File: config.mk
export PLATFORM = sky130hd
export DESIGN_NAME = channel_fault_latch_protection
export DESIGN_NICKNAME = d
export VERILOG_FILES = /design/src/logic/channel_fault_pkg.sv /design/src/logic/input_sync3.sv /design/src/logic/channel_fault_latch_protection.sv
export VERILOG_INCLUDE_DIRS = /design/src /design/src/logic
export SDC_FILE = /design/constraint.sdc
export NUM_CORES = 1
export LEC_CHECK = 0
export BUFFER_PORTS_ARGS = -buffer_cell sky130_fd_sc_hd__clkbuf_2
export CAP_MARGIN = 20
export CORE_MARGIN = 2
export CORE_UTILIZATION = 59
export CTS_CLUSTER_DIAMETER = 100
export DETAILED_ROUTE_END_ITERATION = 8
export MAX_ROUTING_LAYER = met4
export PLACE_DENSITY = 0.86
export SYNTH_ARGS = -nofsm -noshare
export SYNTH_HDL_FRONTEND = slang
export SYNTH_SLANG_ARGS = --single-unit
export TNS_END_PERCENT = 50
File: constraint.sdc
create_clock -name clk_sys -period 5.25 [get_ports clk_sys]
set_input_delay 0.7875 -clock clk_sys [delete_from_list [all_inputs] [get_ports clk_sys]]
set_output_delay 0.7875 -clock clk_sys [all_outputs]
set_load 0.02 [all_outputs]
File: src/logic/channel_fault_defines.svh
`ifndef CHANNEL_FAULT_DEFINES_SVH
`define CHANNEL_FAULT_DEFINES_SVH

// ----------------------------------------------------------------
// register byte addresses
// ----------------------------------------------------------------
`define ADDR_CTRL          12'h000
`define ADDR_CLEAR         12'h004
`define ADDR_STATUS        12'h008
`define ADDR_CFG2          12'h00c

// ----------------------------------------------------------------
// field positions and reset values
// ----------------------------------------------------------------
`define CTRL_EN_LSB        0
`define CTRL_PAIR_LSB      8
`define CTRL_OCSEL_BIT     12
`define STATUS_ERR_LSB     0
`define STATUS_UV_BIT      8
`define STATUS_MODE_BIT    9
`define CFG2_WARN_BIT      0
`define CTRL_RESET         13'h0000

// ----------------------------------------------------------------
// timing: figures in ns, counts at the 40 ns system clock
// ----------------------------------------------------------------
`define CLK_NS             40
`define SYNC_NS            1000
`define INRUSH_NS          50000
`define FILTER_NS          4000
`define RESTART_BASE_NS    10000000
`define TWO_SYNC_CYC       ((2 * `SYNC_NS + `CLK_NS - 1) / `CLK_NS)
`define INRUSH_CYC         ((`INRUSH_NS + `CLK_NS - 1) / `CLK_NS)
`define FILTER_CYC         ((`FILTER_NS + `CLK_NS - 1) / `CLK_NS)
`define RESTART_BASE_CYC   (`RESTART_BASE_NS / `CLK_NS)
`define RETRIES_PER_STAGE  8
`define RETRY_SAT          24

`endif

File: src/logic/channel_fault_pkg.sv
`default_nettype none

package channel_fault_pkg;
    typedef logic [7:0]  chan_mask_t;
    typedef logic [10:0] cnt_t;
    typedef logic [21:0] rtime_t;
    typedef logic [4:0]  retry_t;
    typedef enum logic [2:0] {SEL_CTRL, SEL_CLEAR, SEL_STATUS, SEL_CFG2, SEL_NONE} reg_sel_t;
endpackage

`default_nettype wire

File: src/logic/input_sync3.sv
`timescale 1ns/10ps
`default_nettype none

module input_sync3 #(
    parameter int WIDTH = 1
) (
    input  wire logic             clk_sys,   // system clock
    input  wire logic             rst_b,     // async reset, active low
    input  wire logic [WIDTH-1:0] asyncIn,   // raw level from outside
    output logic      [WIDTH-1:0] syncOut    // filtered level
);
    logic [WIDTH-1:0] stage1_r;
    logic [WIDTH-1:0] stage2_r;
    logic [WIDTH-1:0] stage3_r;
    wire  [WIDTH-1:0] agree = ~(stage2_r ^ stage3_r);

    // three stages; a change is taken once stages two and three agree
    always_ff @(posedge clk_sys or negedge rst_b)
    begin
        if (!rst_b)
        begin
            stage1_r <= '0;
            stage2_r <= '0;
            stage3_r <= '0;
            syncOut  <= '0;
        end
        else
        begin
            stage1_r <= asyncIn;
            stage2_r <= stage1_r;
            stage3_r <= stage2_r;
            syncOut  <= (syncOut & ~agree) | (stage3_r & agree);
        end
    end
endmodule // input_sync3

`default_nettype wire

File: src/logic/channel_fault_latch_protection.sv
// Overview of operation
// - four pair bits couple channels 0/2,1/3,4/6,5/7
// - paired trip also switches partner channel off
// - fault detection and flags stay per channel
// - load supply undervoltage sets undervoltage flag
// - flag clears on first status read after recovery
// - initial threshold during inrush, then steady threshold
// - one select bit chooses both threshold values
// - off longer than two sync periods rearms inrush
// - overcurrent past filter time latches off, flags
// - clear bit releases latch, returns to zero
// - overtemperature latches off with same flag, clear
// - temperature warning sets bit, nothing else
// - warning bit clears itself below hysteresis
// - fallback drives channels 2,3 from pins, retries
// - retry interval 10,20,40 ms per eight, then 80
// - input low two sync periods resets restart timer
// - overvoltage band leaves outputs following requests
// - fallback mode ignores register writes
//
// Local design decisions: register access over APB and the register addresses.
`timescale 1ns/10ps
`default_nettype none
`include "channel_fault_defines.svh"

module channel_fault_latch_protection #(
    parameter int RESTART_BASE_CYC = `RESTART_BASE_CYC
) (
    input  wire logic                          clk_sys,        // 25 MHz clock
    input  wire logic                          rst_b,          // async reset, active low
    input  wire logic                          psel,           // apb select
    input  wire logic                          penable,        // apb access phase
    input  wire logic                          pwrite,         // apb direction
    input  wire logic [11:0]                   paddr,          // apb byte address
    input  wire logic [31:0]                   pwdata,         // apb write data
    output logic      [31:0]                   prdata,         // apb read data
    output logic                               pready,         // apb ready
    output logic                               pslverr,        // apb error, unmapped
    input  wire channel_fault_pkg::chan_mask_t overInit,       // current above initial level
    input  wire channel_fault_pkg::chan_mask_t overSteady,     // current above steady level
    input  wire channel_fault_pkg::chan_mask_t overTemp,       // channel sensor hot
    input  wire logic [1:0]                    inPin,          // input pins for ch2, ch3
    input  wire logic                          fallbackMode,   // fail-safe fallback active
    input  wire logic                          supplyUv,       // load supply below lockout
    input  wire logic                          supplyOk,       // load supply above operating
    input  wire logic                          dieHot,         // die above warning trip
    input  wire logic                          dieCool,        // die below hysteresis point
    output channel_fault_pkg::chan_mask_t      chanOn,         // channel gate drive
    output channel_fault_pkg::chan_mask_t      initThrActive,  // initial threshold selected
    output logic                               overcurrentLevelSelect // threshold set select
);
    import channel_fault_pkg::*;

    // ------------------------------------------------------------
    // constants
    // ------------------------------------------------------------
    localparam cnt_t   TWO_SYNC  = cnt_t'(`TWO_SYNC_CYC);
    localparam cnt_t   INRUSH    = cnt_t'(`INRUSH_CYC);
    localparam cnt_t   FILTER_M1 = cnt_t'(`FILTER_CYC - 1);
    localparam rtime_t BASE      = rtime_t'(RESTART_BASE_CYC);
    localparam retry_t RSAT      = retry_t'(`RETRY_SAT);

    // ------------------------------------------------------------
    // helpers
    // ------------------------------------------------------------
    function automatic int partnerOf(input int ch);
        return ch ^ 2;
    endfunction

    function automatic int pairIdx(input int ch);
        return ((ch >> 1) & 2) | (ch & 1);
    endfunction

    function automatic reg_sel_t decode(input logic [11:0] a);
        unique case (a)
            `ADDR_CTRL:   return SEL_CTRL;
            `ADDR_CLEAR:  return SEL_CLEAR;
            `ADDR_STATUS: return SEL_STATUS;
            `ADDR_CFG2:   return SEL_CFG2;
            default:      return SEL_NONE;
        endcase
    endfunction

    // ------------------------------------------------------------
    // input synchronisers
    // ------------------------------------------------------------
    chan_mask_t ocInitS;
    chan_mask_t ocSteadyS;
    chan_mask_t otS;
    logic [1:0] inS;
    logic       fbS;
    logic       uvS;
    logic       okS;
    logic       hotS;
    logic       coolS;

    input_sync3 #(.WIDTH(31)) uSync (
        .clk_sys (clk_sys),
        .rst_b   (rst_b),
        .asyncIn ({overInit, overSteady, overTemp, inPin, fallbackMode,
                   supplyUv, supplyOk, dieHot, dieCool}),
        .syncOut ({ocInitS, ocSteadyS, otS, inS, fbS, uvS, okS, hotS, coolS})
    );

    // ------------------------------------------------------------
    // apb slave
    // ------------------------------------------------------------
    logic [12:0] ctrl_r;
    chan_mask_t  latchClearBit_r;
    chan_mask_t  channelErrorFlag_r;
    logic        loadSupplyUndervoltageFlag_r;
    logic        temperatureWarningBit_r;
    chan_mask_t  latch_r;

    wire reg_sel_t sel      = decode(paddr);
    wire           accFirst = psel & penable & ~pready;
    wire           xferDone = psel & penable & pready;
    wire           wrEn     = xferDone & pwrite & ~fbS;
    wire           rdStatus = xferDone & ~pwrite & (sel == SEL_STATUS);
    wire [31:0]    rdMux    =
        (sel == SEL_CTRL)   ? {19'h0, ctrl_r} :
        (sel == SEL_CLEAR)  ? {24'h0, latchClearBit_r} :
        (sel == SEL_STATUS) ? {22'h0, fbS, loadSupplyUndervoltageFlag_r,
                               channelErrorFlag_r} :
        (sel == SEL_CFG2)   ? {31'h0, temperatureWarningBit_r} : 32'h0;

    // one wait state: data and error are ready with pready
    always_ff @(posedge clk_sys or negedge rst_b)
    begin
        if (!rst_b)
        begin
            pready  <= 1'b0;
            prdata  <= 32'h0;
            pslverr <= 1'b0;
        end
        else
        begin
            pready  <= accFirst;
            prdata  <= accFirst ? rdMux : prdata;
            pslverr <= accFirst & (sel == SEL_NONE);
        end
    end

    // control register; fallback locks it against writes
    always_ff @(posedge clk_sys or negedge rst_b)
    begin
        if (!rst_b)
            ctrl_r <= `CTRL_RESET;
        else if (wrEn && sel == SEL_CTRL)
            ctrl_r <= pwdata[12:0];
    end

    wire chan_mask_t enableBits = ctrl_r[`CTRL_EN_LSB +: 8];
    wire [3:0]       pairBit    = ctrl_r[`CTRL_PAIR_LSB +: 4];
    wire chan_mask_t clrWrite   = (wrEn && sel == SEL_CLEAR) ? pwdata[7:0] : 8'h00;

    // ------------------------------------------------------------
    // per-channel protection
    // ------------------------------------------------------------
    cnt_t       filt_r   [8];
    cnt_t       offCnt_r [8];
    cnt_t       inrush_r [8];
    cnt_t       filtNxt  [8];
    cnt_t       offNxt   [8];
    cnt_t       inrushNxt[8];
    chan_mask_t reqOn;
    chan_mask_t overNow;
    chan_mask_t ownTrip;
    chan_mask_t partnerTrip;
    chan_mask_t latchNxt;
    chan_mask_t errNxt;
    chan_mask_t onNxt;
    chan_mask_t initNxt;
    chan_mask_t relLatch;
    logic [1:0] autoRestart;

    // detection: threshold choice, overcurrent filter, trips
    always_comb
    begin
        for (int i = 0; i < 8; i++)
        begin
            // requests keep following inputs in the overvoltage band
            reqOn[i]   = fbS ? ((i == 2 && inS[0]) || (i == 3 && inS[1]))
                             : enableBits[i];
            overNow[i] = initThrActive[i] ? ocInitS[i] : ocSteadyS[i];
            filtNxt[i] = (chanOn[i] && overNow[i]) ? filt_r[i] + 11'h001 : 11'h000;
            ownTrip[i] = (chanOn[i] && overNow[i] && filt_r[i] == FILTER_M1)
                       | otS[i];
        end
        for (int i = 0; i < 8; i++)
        begin
            partnerTrip[i] = pairBit[pairIdx(i)] & ownTrip[partnerOf(i)];
            relLatch[i]    = latchClearBit_r[i]
                           | ((i == 2) && autoRestart[0]) | ((i == 3) && autoRestart[1]);
            // a trip in the clearing cycle wins over the clear
            latchNxt[i]    = ownTrip[i] | partnerTrip[i] | (latch_r[i] & ~relLatch[i]);
            errNxt[i]      = ownTrip[i] | (channelErrorFlag_r[i] & ~latchClearBit_r[i]);
            onNxt[i]       = reqOn[i] & ~latchNxt[i];
            // off counter restarts on every switch-off
            offNxt[i]      = chanOn[i] ? 11'h000
                           : (offCnt_r[i] == TWO_SYNC) ? TWO_SYNC : offCnt_r[i] + 11'h001;
            inrushNxt[i]   = (!chanOn[i] && offCnt_r[i] == TWO_SYNC) ? 11'h000
                           : (chanOn[i] && inrush_r[i] != INRUSH) ? inrush_r[i] + 11'h001
                           : inrush_r[i];
            initNxt[i]     = inrushNxt[i] != INRUSH;
        end
    end

    // channel state registers
    always_ff @(posedge clk_sys or negedge rst_b)
    begin
        if (!rst_b)
        begin
            latch_r            <= 8'h00;
            channelErrorFlag_r <= 8'h00;
            chanOn             <= 8'h00;
            initThrActive      <= 8'hff;
            for (int i = 0; i < 8; i++)
            begin
                filt_r[i]   <= 11'h000;
                offCnt_r[i] <= 11'h000;
                inrush_r[i] <= 11'h000;
            end
        end
        else
        begin
            latch_r            <= latchNxt;
            channelErrorFlag_r <= errNxt;
            chanOn             <= onNxt;
            initThrActive      <= initNxt;
            for (int i = 0; i < 8; i++)
            begin
                filt_r[i]   <= filtNxt[i];
                offCnt_r[i] <= offNxt[i];
                inrush_r[i] <= inrushNxt[i];
            end
        end
    end

    // clear bits hold for one cycle, the cycle that releases the latch
    always_ff @(posedge clk_sys or negedge rst_b)
    begin
        if (!rst_b)
            latchClearBit_r <= 8'h00;
        else
            latchClearBit_r <= clrWrite;
    end

    // the threshold set select drives both analog levels
    always_ff @(posedge clk_sys or negedge rst_b)
    begin
        if (!rst_b)
            overcurrentLevelSelect <= 1'b0;
        else
            overcurrentLevelSelect <= ctrl_r[`CTRL_OCSEL_BIT];
    end

    // ------------------------------------------------------------
    // fallback restart timers for channels 2 and 3
    // ------------------------------------------------------------
    rtime_t rtimer_r [2];
    retry_t retries_r[2];
    cnt_t   inLow_r  [2];
    rtime_t interval [2];
    logic   timerRst [2];

    // interval doubles every eight retries, capped at eight times base
    always_comb
    begin
        for (int k = 0; k < 2; k++)
        begin
            interval[k]    = (retries_r[k] >= RSAT) ? (BASE << 3)
                                                    : (BASE << retries_r[k][4:3]);
            timerRst[k]    = inLow_r[k] == TWO_SYNC;
            autoRestart[k] = fbS && latch_r[k + 2] && inS[k]
                           && rtimer_r[k] == interval[k] - 22'h000001;
        end
    end

    always_ff @(posedge clk_sys or negedge rst_b)
    begin
        if (!rst_b)
        begin
            for (int k = 0; k < 2; k++)
            begin
                rtimer_r[k]  <= 22'h000000;
                retries_r[k] <= 5'h00;
                inLow_r[k]   <= 11'h000;
            end
        end
        else
        begin
            for (int k = 0; k < 2; k++)
            begin
                // low time counter restarts on every falling input
                inLow_r[k]   <= inS[k] ? 11'h000
                              : timerRst[k] ? TWO_SYNC : inLow_r[k] + 11'h001;
                rtimer_r[k]  <= (fbS && latch_r[k + 2] && inS[k] && !autoRestart[k])
                              ? rtimer_r[k] + 22'h000001 : 22'h000000;
                retries_r[k] <= timerRst[k] ? 5'h00
                              : (autoRestart[k] && retries_r[k] != RSAT)
                              ? retries_r[k] + 5'h01 : retries_r[k];
            end
        end
    end

    // ------------------------------------------------------------
    // supply and temperature flags
    // ------------------------------------------------------------
    // set wins when recovery read and a new dip coincide
    always_ff @(posedge clk_sys or negedge rst_b)
    begin
        if (!rst_b)
        begin
            loadSupplyUndervoltageFlag_r <= 1'b0;
            temperatureWarningBit_r      <= 1'b0;
        end
        else
        begin
            if (uvS)
                loadSupplyUndervoltageFlag_r <= 1'b1;
            else if (rdStatus && okS)
                loadSupplyUndervoltageFlag_r <= 1'b0;
            if (hotS)
                temperatureWarningBit_r <= 1'b1;
            else if (coolS)
                temperatureWarningBit_r <= 1'b0;
        end
    end
endmodule // channel_fault_latch_protection

`default_nettype wire

==> results.cfg, run 1 <==
[outcome]
outcome = finished, final reports clean

[synthesis]
seq_area_frac_synth = 0.550
yosys.area.top_type = dfrtp_1
synthTopCellsByArea = dfrtp_1 (54%), nor2_1 (6.0%), xor2_1 (5.8%)
synth_top_area_share = 0.542
ys_ff_latch = 535
synth.avg_cell_area_um2 = 10.5
syn_inst = 2318
netlist_area_um2 = 24300
yosysMostFrequentCell = dfrtp_1
synth_edf_count = 0
async_reset_ff_frac = 1.00
synthFlopType = dfrtp_1
yosys_warnings = 0
synth_common_cells = dfrtp_1 (527), nor2_1 (390), xor2_1 (162)
synth_cell_types = 70

[pwr]
intPower_mw = 7.42
power_density_nw_per_um2 = 362
switchingPower_mw = 2.47
vdd_drop_max_v = 0.000344
p_seq_frac = 0.477
swShare = 0.250
p_total_mw = 9.89
pwr-share-clk = 0.432
p_comb_frac = 0.091
p_leak_nw = 12.3

[grt]
antenna_found_initial = 2
grt_pass1_wl_mm = 84.7
grt_pass1_vias = 17473
grt_max_degree = 164
overflow = 0
grt_use_total = 0.243

[job]
drv_cap = 0

[finish]
finalNetCount = 2562
syn2layout_area_growth_pct = 12.1
fillers = 2890
final_area_um2 = 27300
stdcell_count = 2995
utilization = 0.670
seq_area_um2 = 13400
multi_input_area_um2 = 10300
drive_gt1_frac = 0.0967

[clock_network]
cts_sinks = 535
post_cts_buffers = 0
clock_path_buffers = 3
htreeDepth = 2
cts_resized = 0
cts_buffers = 54
clk_pin_slew_ns = 0.06
cts_tree = built
hold_buffers = 0
clock_latency_ns = 0.60
root_buffer = clkbuf_16

[sta]
finalClockSkew_ns = 0.0135
holdWs_ns = 0.255
slew_viol_final = 0
tightest_slew_ns = 0.961
post-route-period-util = 0.670
rsz0062_at_grt = false
fin_tns_setup_ns = 0
worst_slack_ns = 1.73
finalHoldViolations = 0
fmax_ghz = 0.284
max_slew_margin = 0.351
fin_crit_ns = 3.52
setup_violations = 0

[detailed_routing]
drt_wl_total_mm = 50.2
antenna_left = 0
avgViaCountPerCell = 5.74
vias = 17185
wl_per_cell_um = 16.8
drc = 0
drtIter0Drc = 1159
dr.pass1.iters = 5

[placed_design]
dp_cells = 2889
globalplace.congestion = 0.885
dp_hpwl_mm = 33.1
port_buffers = 92
place_ws_ns = 1.66
place_area_um2 = 25300

[floorplanning]
core_um2 = 40700
std_cell_rows = 74
die_h_um = 207
io_pins = 131
initial_utilization = 0.598
die_w_um = 207
die-area_um2 = 42900

[critical_path]
critical_path_arrival_ns = 4.04
endpoint_kind = flop
path_class = reg2reg
path_max_fanout = 11
critical_path.max_stage_delay_ns = 0.53
slowest_stage = dfrtp_1
crit_required_ns = 5.77
path_cells = inv_1, ha_1, or4b_4, or4b_1, a21o_1, a32oi_2, nand3_2, or4_1, a21oi_1
cp-start-kind = flop

[min_path]
hold_path_class = in2async
## registers in the layout (all words and copies together) (netlist names), named ones only
signal,flops
initThrActive,8
filt_r,88
channelErrorFlag_r,8
chanOn,8
ctrl_r,13
rtimer_r,44
uSync.stage1_r,31
temperatureWarningBit_r,1
latch_r,8
offCnt_r,88
pready,1
pslverr,1
latchClearBit_r,8
retries_r,10
inLow_r,22
inrush_r,88
loadSupplyUndervoltageFlag_r,1
prdata,13
uSync.stage2_r,31
uSync.stage3_r,31
overcurrentLevelSelect,1
## cells by family after synthesis
group | after synthesis | share of synthesized area
compound gates | 196 | 0.0525
xor+xnor | 281 | 0.101
fa+ha+maj | 99 | 0.0477
buf+inv | 161 | 0.0281
flops | 535 | 0.550
mux | 34 | 0.0157
other cells | 1 | 0.000154
simple gates | 1011 | 0.204
## critical path, delay by kind of cell (launching register included)
| family | cells | cell delay, ns |
|---|---|---|
| adder cells (fa/ha/maj) | 1 | 0.31 |
| flip-flops | 1 | 0.53 |
| buffers and inverters | 1 | 0.16 |
| AO/OA/AOI/OAI | 3 | 0.59 |
| AND/OR/NAND/NOR | 4 | 1.83 |
## cells in the final DEF, fill, tap and decap left out, types with 11 or more instances in the layout
master	instances
clkbuf_16	57
nor4_1	24
mux2_2	23
nand2_1	160
a21o_1	13
nor4b_1	23
inv_1	84
and2_1	17
clkbuf_2	91
xor2_1	162
nor2_1	390
nand4_1	66
xnor2_1	119
and3_1	70
o31ai_1	12
o21ai_0	47
bufinv_16	11
conb_1	19
nor3_1	24
a21oi_1	57
nor3b_1	12
or3_1	27
dfrtp_1	527
ha_1	68
maj3_1	31
nand3_1	126
## final timing paths
path                                    startpoint                 end  slack (ns)  depth (start not counted)
worst max-delay path                  retries_r[8]        retries_r[9]        1.73                          9
worst min-delay path                         rst_b        offCnt_r[40]        0.25                          1
worst max register to register        retries_r[8]        retries_r[9]        1.73                          9
worst min register to register  uSync.stage1_r[27]  uSync.stage2_r[27]        0.34                          0
max in group asynchronous                    rst_b        offCnt_r[82]        3.64                          2
min in group clk_sys                 overSteady[6]  uSync.stage1_r[21]        0.29                          1
## layer usage
| layer | global-route usage | wire length, um |
|---|---|---|
| met1 | 0.302 | 20700 |
| met3 | 0.0418 | 2600 |
| met4 | 0.0842 | 1490 |
| met5 | - | 0 |
| met2 | 0.405 | 25400 |
## power by group through the flow
stage	Sequential [mW]	Clock [mW]	Combinational [mW]
2_1_floorplan	4.69	0	0.653
3_3_place_gp	4.75	0	0.825
3_5_place_dp	4.77	0	0.885
4_1_cts	4.71	4.34	0.908
5_1_grt	4.75	4.53	1.04
6_report	4.71	4.27	0.903
## area by class of cell
cell class / count / area share
flip-flops and latches: 535 / 0.491
multi-input cells: 1640 / 0.379
clock buffers: 71 / 0.0568
well taps: 532 / 0.0244
repair buffers: 99 / 0.0207
clock inverters: 31 / 0.0169
inverters: 84 / 0.0116
diodes: 3 / 0.000275
No activity file was read; power rests on OpenSTA's default activity.
==> run 2, diff against run 1 <==
clock period = 3.58 ns   (was 5.25 ns; I/O delays follow)
==> run 2 against run 1 <==
Compared with the run above:
- clock skew fell by 0.0025 ns
- clock-buffer cell count rose by 10
- clock power rose by 37%
- cell count rose by 0.37%
- power rose by 42%
- critical path depth did not move
- critical path type unchanged
- largest power group unchanged
==> results.cfg, run 2 (synthesized netlist as in run 1, its figures left out) <==
[sta]
slew_viol_final = 0
fin_tns_setup_ns = 0
finalHoldViolations = 0
fmax_ghz = 0.300
post-route-period-util = 0.930
setup_violations = 0
finalClockSkew_ns = 0.0110
fin_crit_ns = 3.33
tightest_slew_ns = 0.963
max_slew_margin = 0.356
rsz0062_at_grt = false

[placed_design]
globalplace.congestion = 0.889
port_buffers = 92
dp_cells = 2902
dp_hpwl_mm = 33.7

[clock_network]
htreeDepth = 2
clock_latency_ns = 0.59
clock_path_buffers = 3
cts_tree = built
root_buffer = clkbuf_16
cts_sinks = 535
cts_buffers = 54
clk_pin_slew_ns = 0.06

[pwr]
p_leak_nw = 12.3
power_density_nw_per_um2 = 516
p_total_mw = 14.1
vdd_drop_max_v = 0.000372

[detailed_routing]
wl_per_cell_um = 16.6
drtIter0Drc = 1257
drt_wl_total_mm = 49.9
vias = 17184
drc = 0
avgViaCountPerCell = 5.72
antenna_left = 0
dr.pass1.iters = 5

[critical_path]
path_max_fanout = 11
reg2reg_to = retries_r[9]
critical_path_arrival_ns = 3.84
reg2reg_from = retries_r[8]
endpoint_kind = flop
ff2ff_setup_slack_ns = 0.25
crit_required_ns = 4.09
path_class = reg2reg
cp-start-kind = flop
rr_worst_depth = 9

[finish]
finalNetCount = 2576
top_regs = filt_r x88, inrush_r x88, offCnt_r x88
final_common_cell = dfrtp_1
final_cell_mix = dfrtp_1 (527), nor2_1 (390), xor2_1 (162), nand2_1 (160), nand3_1 (126)
drive_gt1_frac = 0.0976
stdcell_count = 3006
syn2layout_area_growth_pct = 12.0

[grt]
grt_pass1_vias = 17552
grt_use_total = 0.241
grt_max_degree = 121
grt_pass1_wl_mm = 84.1
antenna_found_initial = 4
overflow = 0

[min_path]
hold_path_class = in2reg
worstHoldStart = overInit[6]
min_to = uSync.stage1_r[29]
hold_depth = 1

[floorplanning]
core_um2 = 40700
die_w_um = 207
std_cell_rows = 74
initial_utilization = 0.598
die_h_um = 207
io_pins = 131
die-area_um2 = 42900

[job]
drv_cap = 0

[outcome]
outcome = finished, final reports clean
-- run 2: area by class of cell --
cell class              instances  area, um^2
flip-flops and latches        535       13400
repair buffers                113         691
multi-input cells            1640       10300
diodes                          4        10.0
clock buffers                  81        1590
inverters                      84         315
well taps                     532         666
fillers                      2879       13500
clock inverters                17         255
-- run 2: repair_timing --
| action | in CTS | in global routing |
|---|---|---|
| setup endpoints to repair | 0 | 4 |
| hold buffers | 1 | 0 |
| resized for setup | 0 | 1 |
| setup buffers | 0 | 0 |
| endpoints found under the hold margin | 53 | 0 |
-- run 2: metrics by stage --
step / hold slack [ns] / utilization / worst slack [ns] / area [um^2]
floorplan: 0.241 / - / 0.512 / 24400
global placement: 0.332 / 0.623 / 0.362 / 25400
detailed placement: 0.335 / 0.623 / 0.237 / 25400
CTS: 0.0207 / 0.669 / 0.204 / 27200
global route: 0.0290 / 0.669 / 0.101 / 27300
finish: 0.0494 / 0.669 / 0.251 / 27300
-- run 2: routing by layer --
layer,GRT usage,part of all wire,vias up
met5,-,0,-
met2,0.403,0.50,381
met4,0.0825,0.028,0
met3,0.0371,0.045,112
li1,-,-,8088
met1,0.301,0.42,8603
-- run 2: power by group --
part           switching [mW]  leakage, nW  total, mW  internal [mW]
logic                   0.781         4.46       1.34          0.559
clock network            2.33        0.903       5.83           3.50
registers               0.431         6.93       6.91           6.48
total                    3.54         12.3       14.1           10.5
-- run 2: how the worst max path moves through the flow --
stage	start	end	slack (ns)	cells past startpoint
finish	retries_r[8]	retries_r[9]	0.25	9
global route	retries_r[8]	retries_r[9]	0.10	9
CTS	retries_r[3]	retries_r[1]	0.20	12
detailed placement	retries_r[3]	retries_r[1]	0.24	12
global placement	retries_r[3]	retries_r[3]	0.36	12
floorplan	retries_r[8]	retries_r[7]	0.51	10
-- run 2: critical path, stage by stage (launching register included) --
cell and delay [ns]:
dfrtp_1 0.44, inv_1 0.12, ha_1 0.27, or4b_4 0.55
or4b_1 0.51, a21o_1 0.20, a32oi_2 0.24, nand3_2 0.25
or4_1 0.53, a21oi_1 0.16
==> run 3, diff against run 2 <==
==> constraint.sdc (replaced) <==
create_clock -name clk_sys -period 3.58 [get_ports clk_sys]
set_input_delay 0.179 -clock clk_sys [delete_from_list [all_inputs] [get_ports clk_sys]]
set_output_delay 0.179 -clock clk_sys [all_outputs]
set_load 0.02 [all_outputs]
==> run 3 against run 2 <==
Compared with the run above:
- critical path depth is 3 higher
- global-route usage is 0.67 points higher
- largest cell class unchanged
- sequential share of layout area fell by 0.83 points
- core utilization is 1.2 points higher
- clock power is 4.1% lower
- largest power group unchanged
- clock skew increased by 0.013 ns
- register-to-register slack improved by 0.03 ns
- power fell by 1.4%
- first-iteration DRC count up 2.9%
- cell count rose by 1.9%
- routed wire length increased by 2.7%
- combinational power increased by 4%
==> results.cfg, run 3 (synthesized netlist as in run 1, its figures left out) <==
[outcome]
outcome = finished, final reports clean

[critical_path]
cp_num_cells = 12
path_cells = inv_1, ha_1, inv_1, ha_1, nand3b_1, nor4_1, nor3_1, or3b_2, nor4b_1, buf_4, a211oi_1, a41o_1
reg2reg_from = retries_r[3]
critical_path.max_stage_delay_ns = 0.52
path_class = reg2reg
cp-start-kind = flop
rr_worst_depth = 12
crit_required_ns = 4.07
ff2ff_setup_slack_ns = 0.28
slowest_stage = dfrtp_1
critical_path_arrival_ns = 3.79
endpoint_kind = flop
reg2reg_to = retries_r[1]
crit_family = simple AND/OR/NAND/NOR gates
path_max_fanout = 10
cp-startpoint = retries_r[3]
cp-endpoint = retries_r[1]
critPathBufInv = 3

[clock_network]
clock_latency_ns = 0.60
cts_tree = built
cts_sinks = 535
cts_buffers = 54
htreeDepth = 2
root_buffer = clkbuf_16
cts_resized = 0
clock_path_buffers = 3
clk_pin_slew_ns = 0.06

[placed_design]
port_buffers = 92
place_area_um2 = 25400
place_ws_ns = 0.307
globalplace.congestion = 0.910
dp_cells = 2906
dp_hpwl_mm = 33.7

[detailed_routing]
antenna_left = 0
dr.max_layer_used = met4
avgViaCountPerCell = 5.72
met3_length_mm = 2.33
wl_per_cell_um = 16.7
wl_met2_mm = 25.4
drc = 0
wirelength_met1_mm = 21.9
vias = 17518
drtIter0Drc = 1293
dr.pass1.iters = 6
drt_wl_total_mm = 51.2

[grt]
grt_pass1_vias = 17891
grt_max_degree = 102
grt_pass1_wl_mm = 86.2
antenna_found_initial = 4
overflow = 0
grt_use_total = 0.248

[pwr]
power_density_nw_per_um2 = 501
vdd_drop_max_v = 0.000402
p_leak_nw = 12.5

[sta]
rsz0062_at_grt = false
holdWs_ns = 0.0587
tightest_slew_ns = 1.08
worst_slack_ns = 0.280
finalHoldViolations = 0
max_slew_margin = 0.271
post-route-period-util = 0.922
fin_tns_setup_ns = 0
fin_crit_ns = 3.30
slew_viol_final = 0
finalClockSkew_ns = 0.0243
setup_violations = 0
fmax_ghz = 0.303

[job]
drv_cap = 0

[finish]
syn2layout_area_growth_pct = 13.9
drive_gt1_frac = 0.0985
top_regs = filt_r x88, inrush_r x88, offCnt_r x88
fillers = 2837
finalNetCount = 2630
final_cell_mix = dfrtp_1 (527), nor2_1 (390), xor2_1 (162), nand2_1 (160), nand3_1 (126)
stdcell_count = 3064
final_area_um2 = 27700
final_common_cell = dfrtp_1

[floorplanning]
std_cell_rows = 74
die-area_um2 = 42900
die_h_um = 207
initial_utilization = 0.598
io_pins = 131
core_um2 = 40700
die_w_um = 207

[min_path]
hold_path_class = in2reg
worstHoldStart = paddr[1]
run 3: metrics by stage:
step                      utilization  power [mW]
final                           0.681        13.9
after global routing            0.681        14.5
after CTS                       0.680        14.0
after detailed placement        0.624        8.31
after global placement          0.624        8.19
after floorplan                     -        7.84
run 3: metal layers:
layer / up-vias / track usage
met4: 0 / 0.0899
met1: 8699 / 0.307
li1: 8228 / -
met5: - / -
met3: 128 / 0.0411
met2: 463 / 0.411
run 3: area by class of cell:
cell class	count	area, um^2	share of cell area
Sequential cell	535	13400	0.483
Antenna cell	5	12.5	0.000451
Clock buffer	73	1510	0.0546
Clock inverter	28	260	0.00938
Inverter	84	315	0.0114
Tap cell	532	666	0.0240
Multi-Input combinational cell	1640	10300	0.372
Timing Repair Buffer	167	1240	0.0447
run 3: where the power goes:
part | internal [mW] | switching (mW)
combinational | 0.597 | 0.792
clock | 3.20 | 2.39
sequential | 6.48 | 0.424
run 3: timing repair:
action / in CTS / in global routing
hold buffers: 52 / 0
hold endpoints to repair: 146 / 0
setup buffers: 0 / 0
run 3: how the worst min path moves through the flow:
stage / endpoint / slack, ns / cells after the start
final: pslverr / 0.06 / 4
after global routing: pslverr / 0.06 / 4
after CTS: pslverr / 0.02 / 4
after detailed placement: inrush_r[43] / 0.29 / 1
after global placement: inrush_r[43] / 0.28 / 1
after floorplan: async pin / -0.12 / 0
run 3: tightest hold or removal path, cell delays in order:
cell      delay, ns
clkbuf_2       0.08
nor4_1         0.04
buf_4          0.15
a31oi_1        0.17
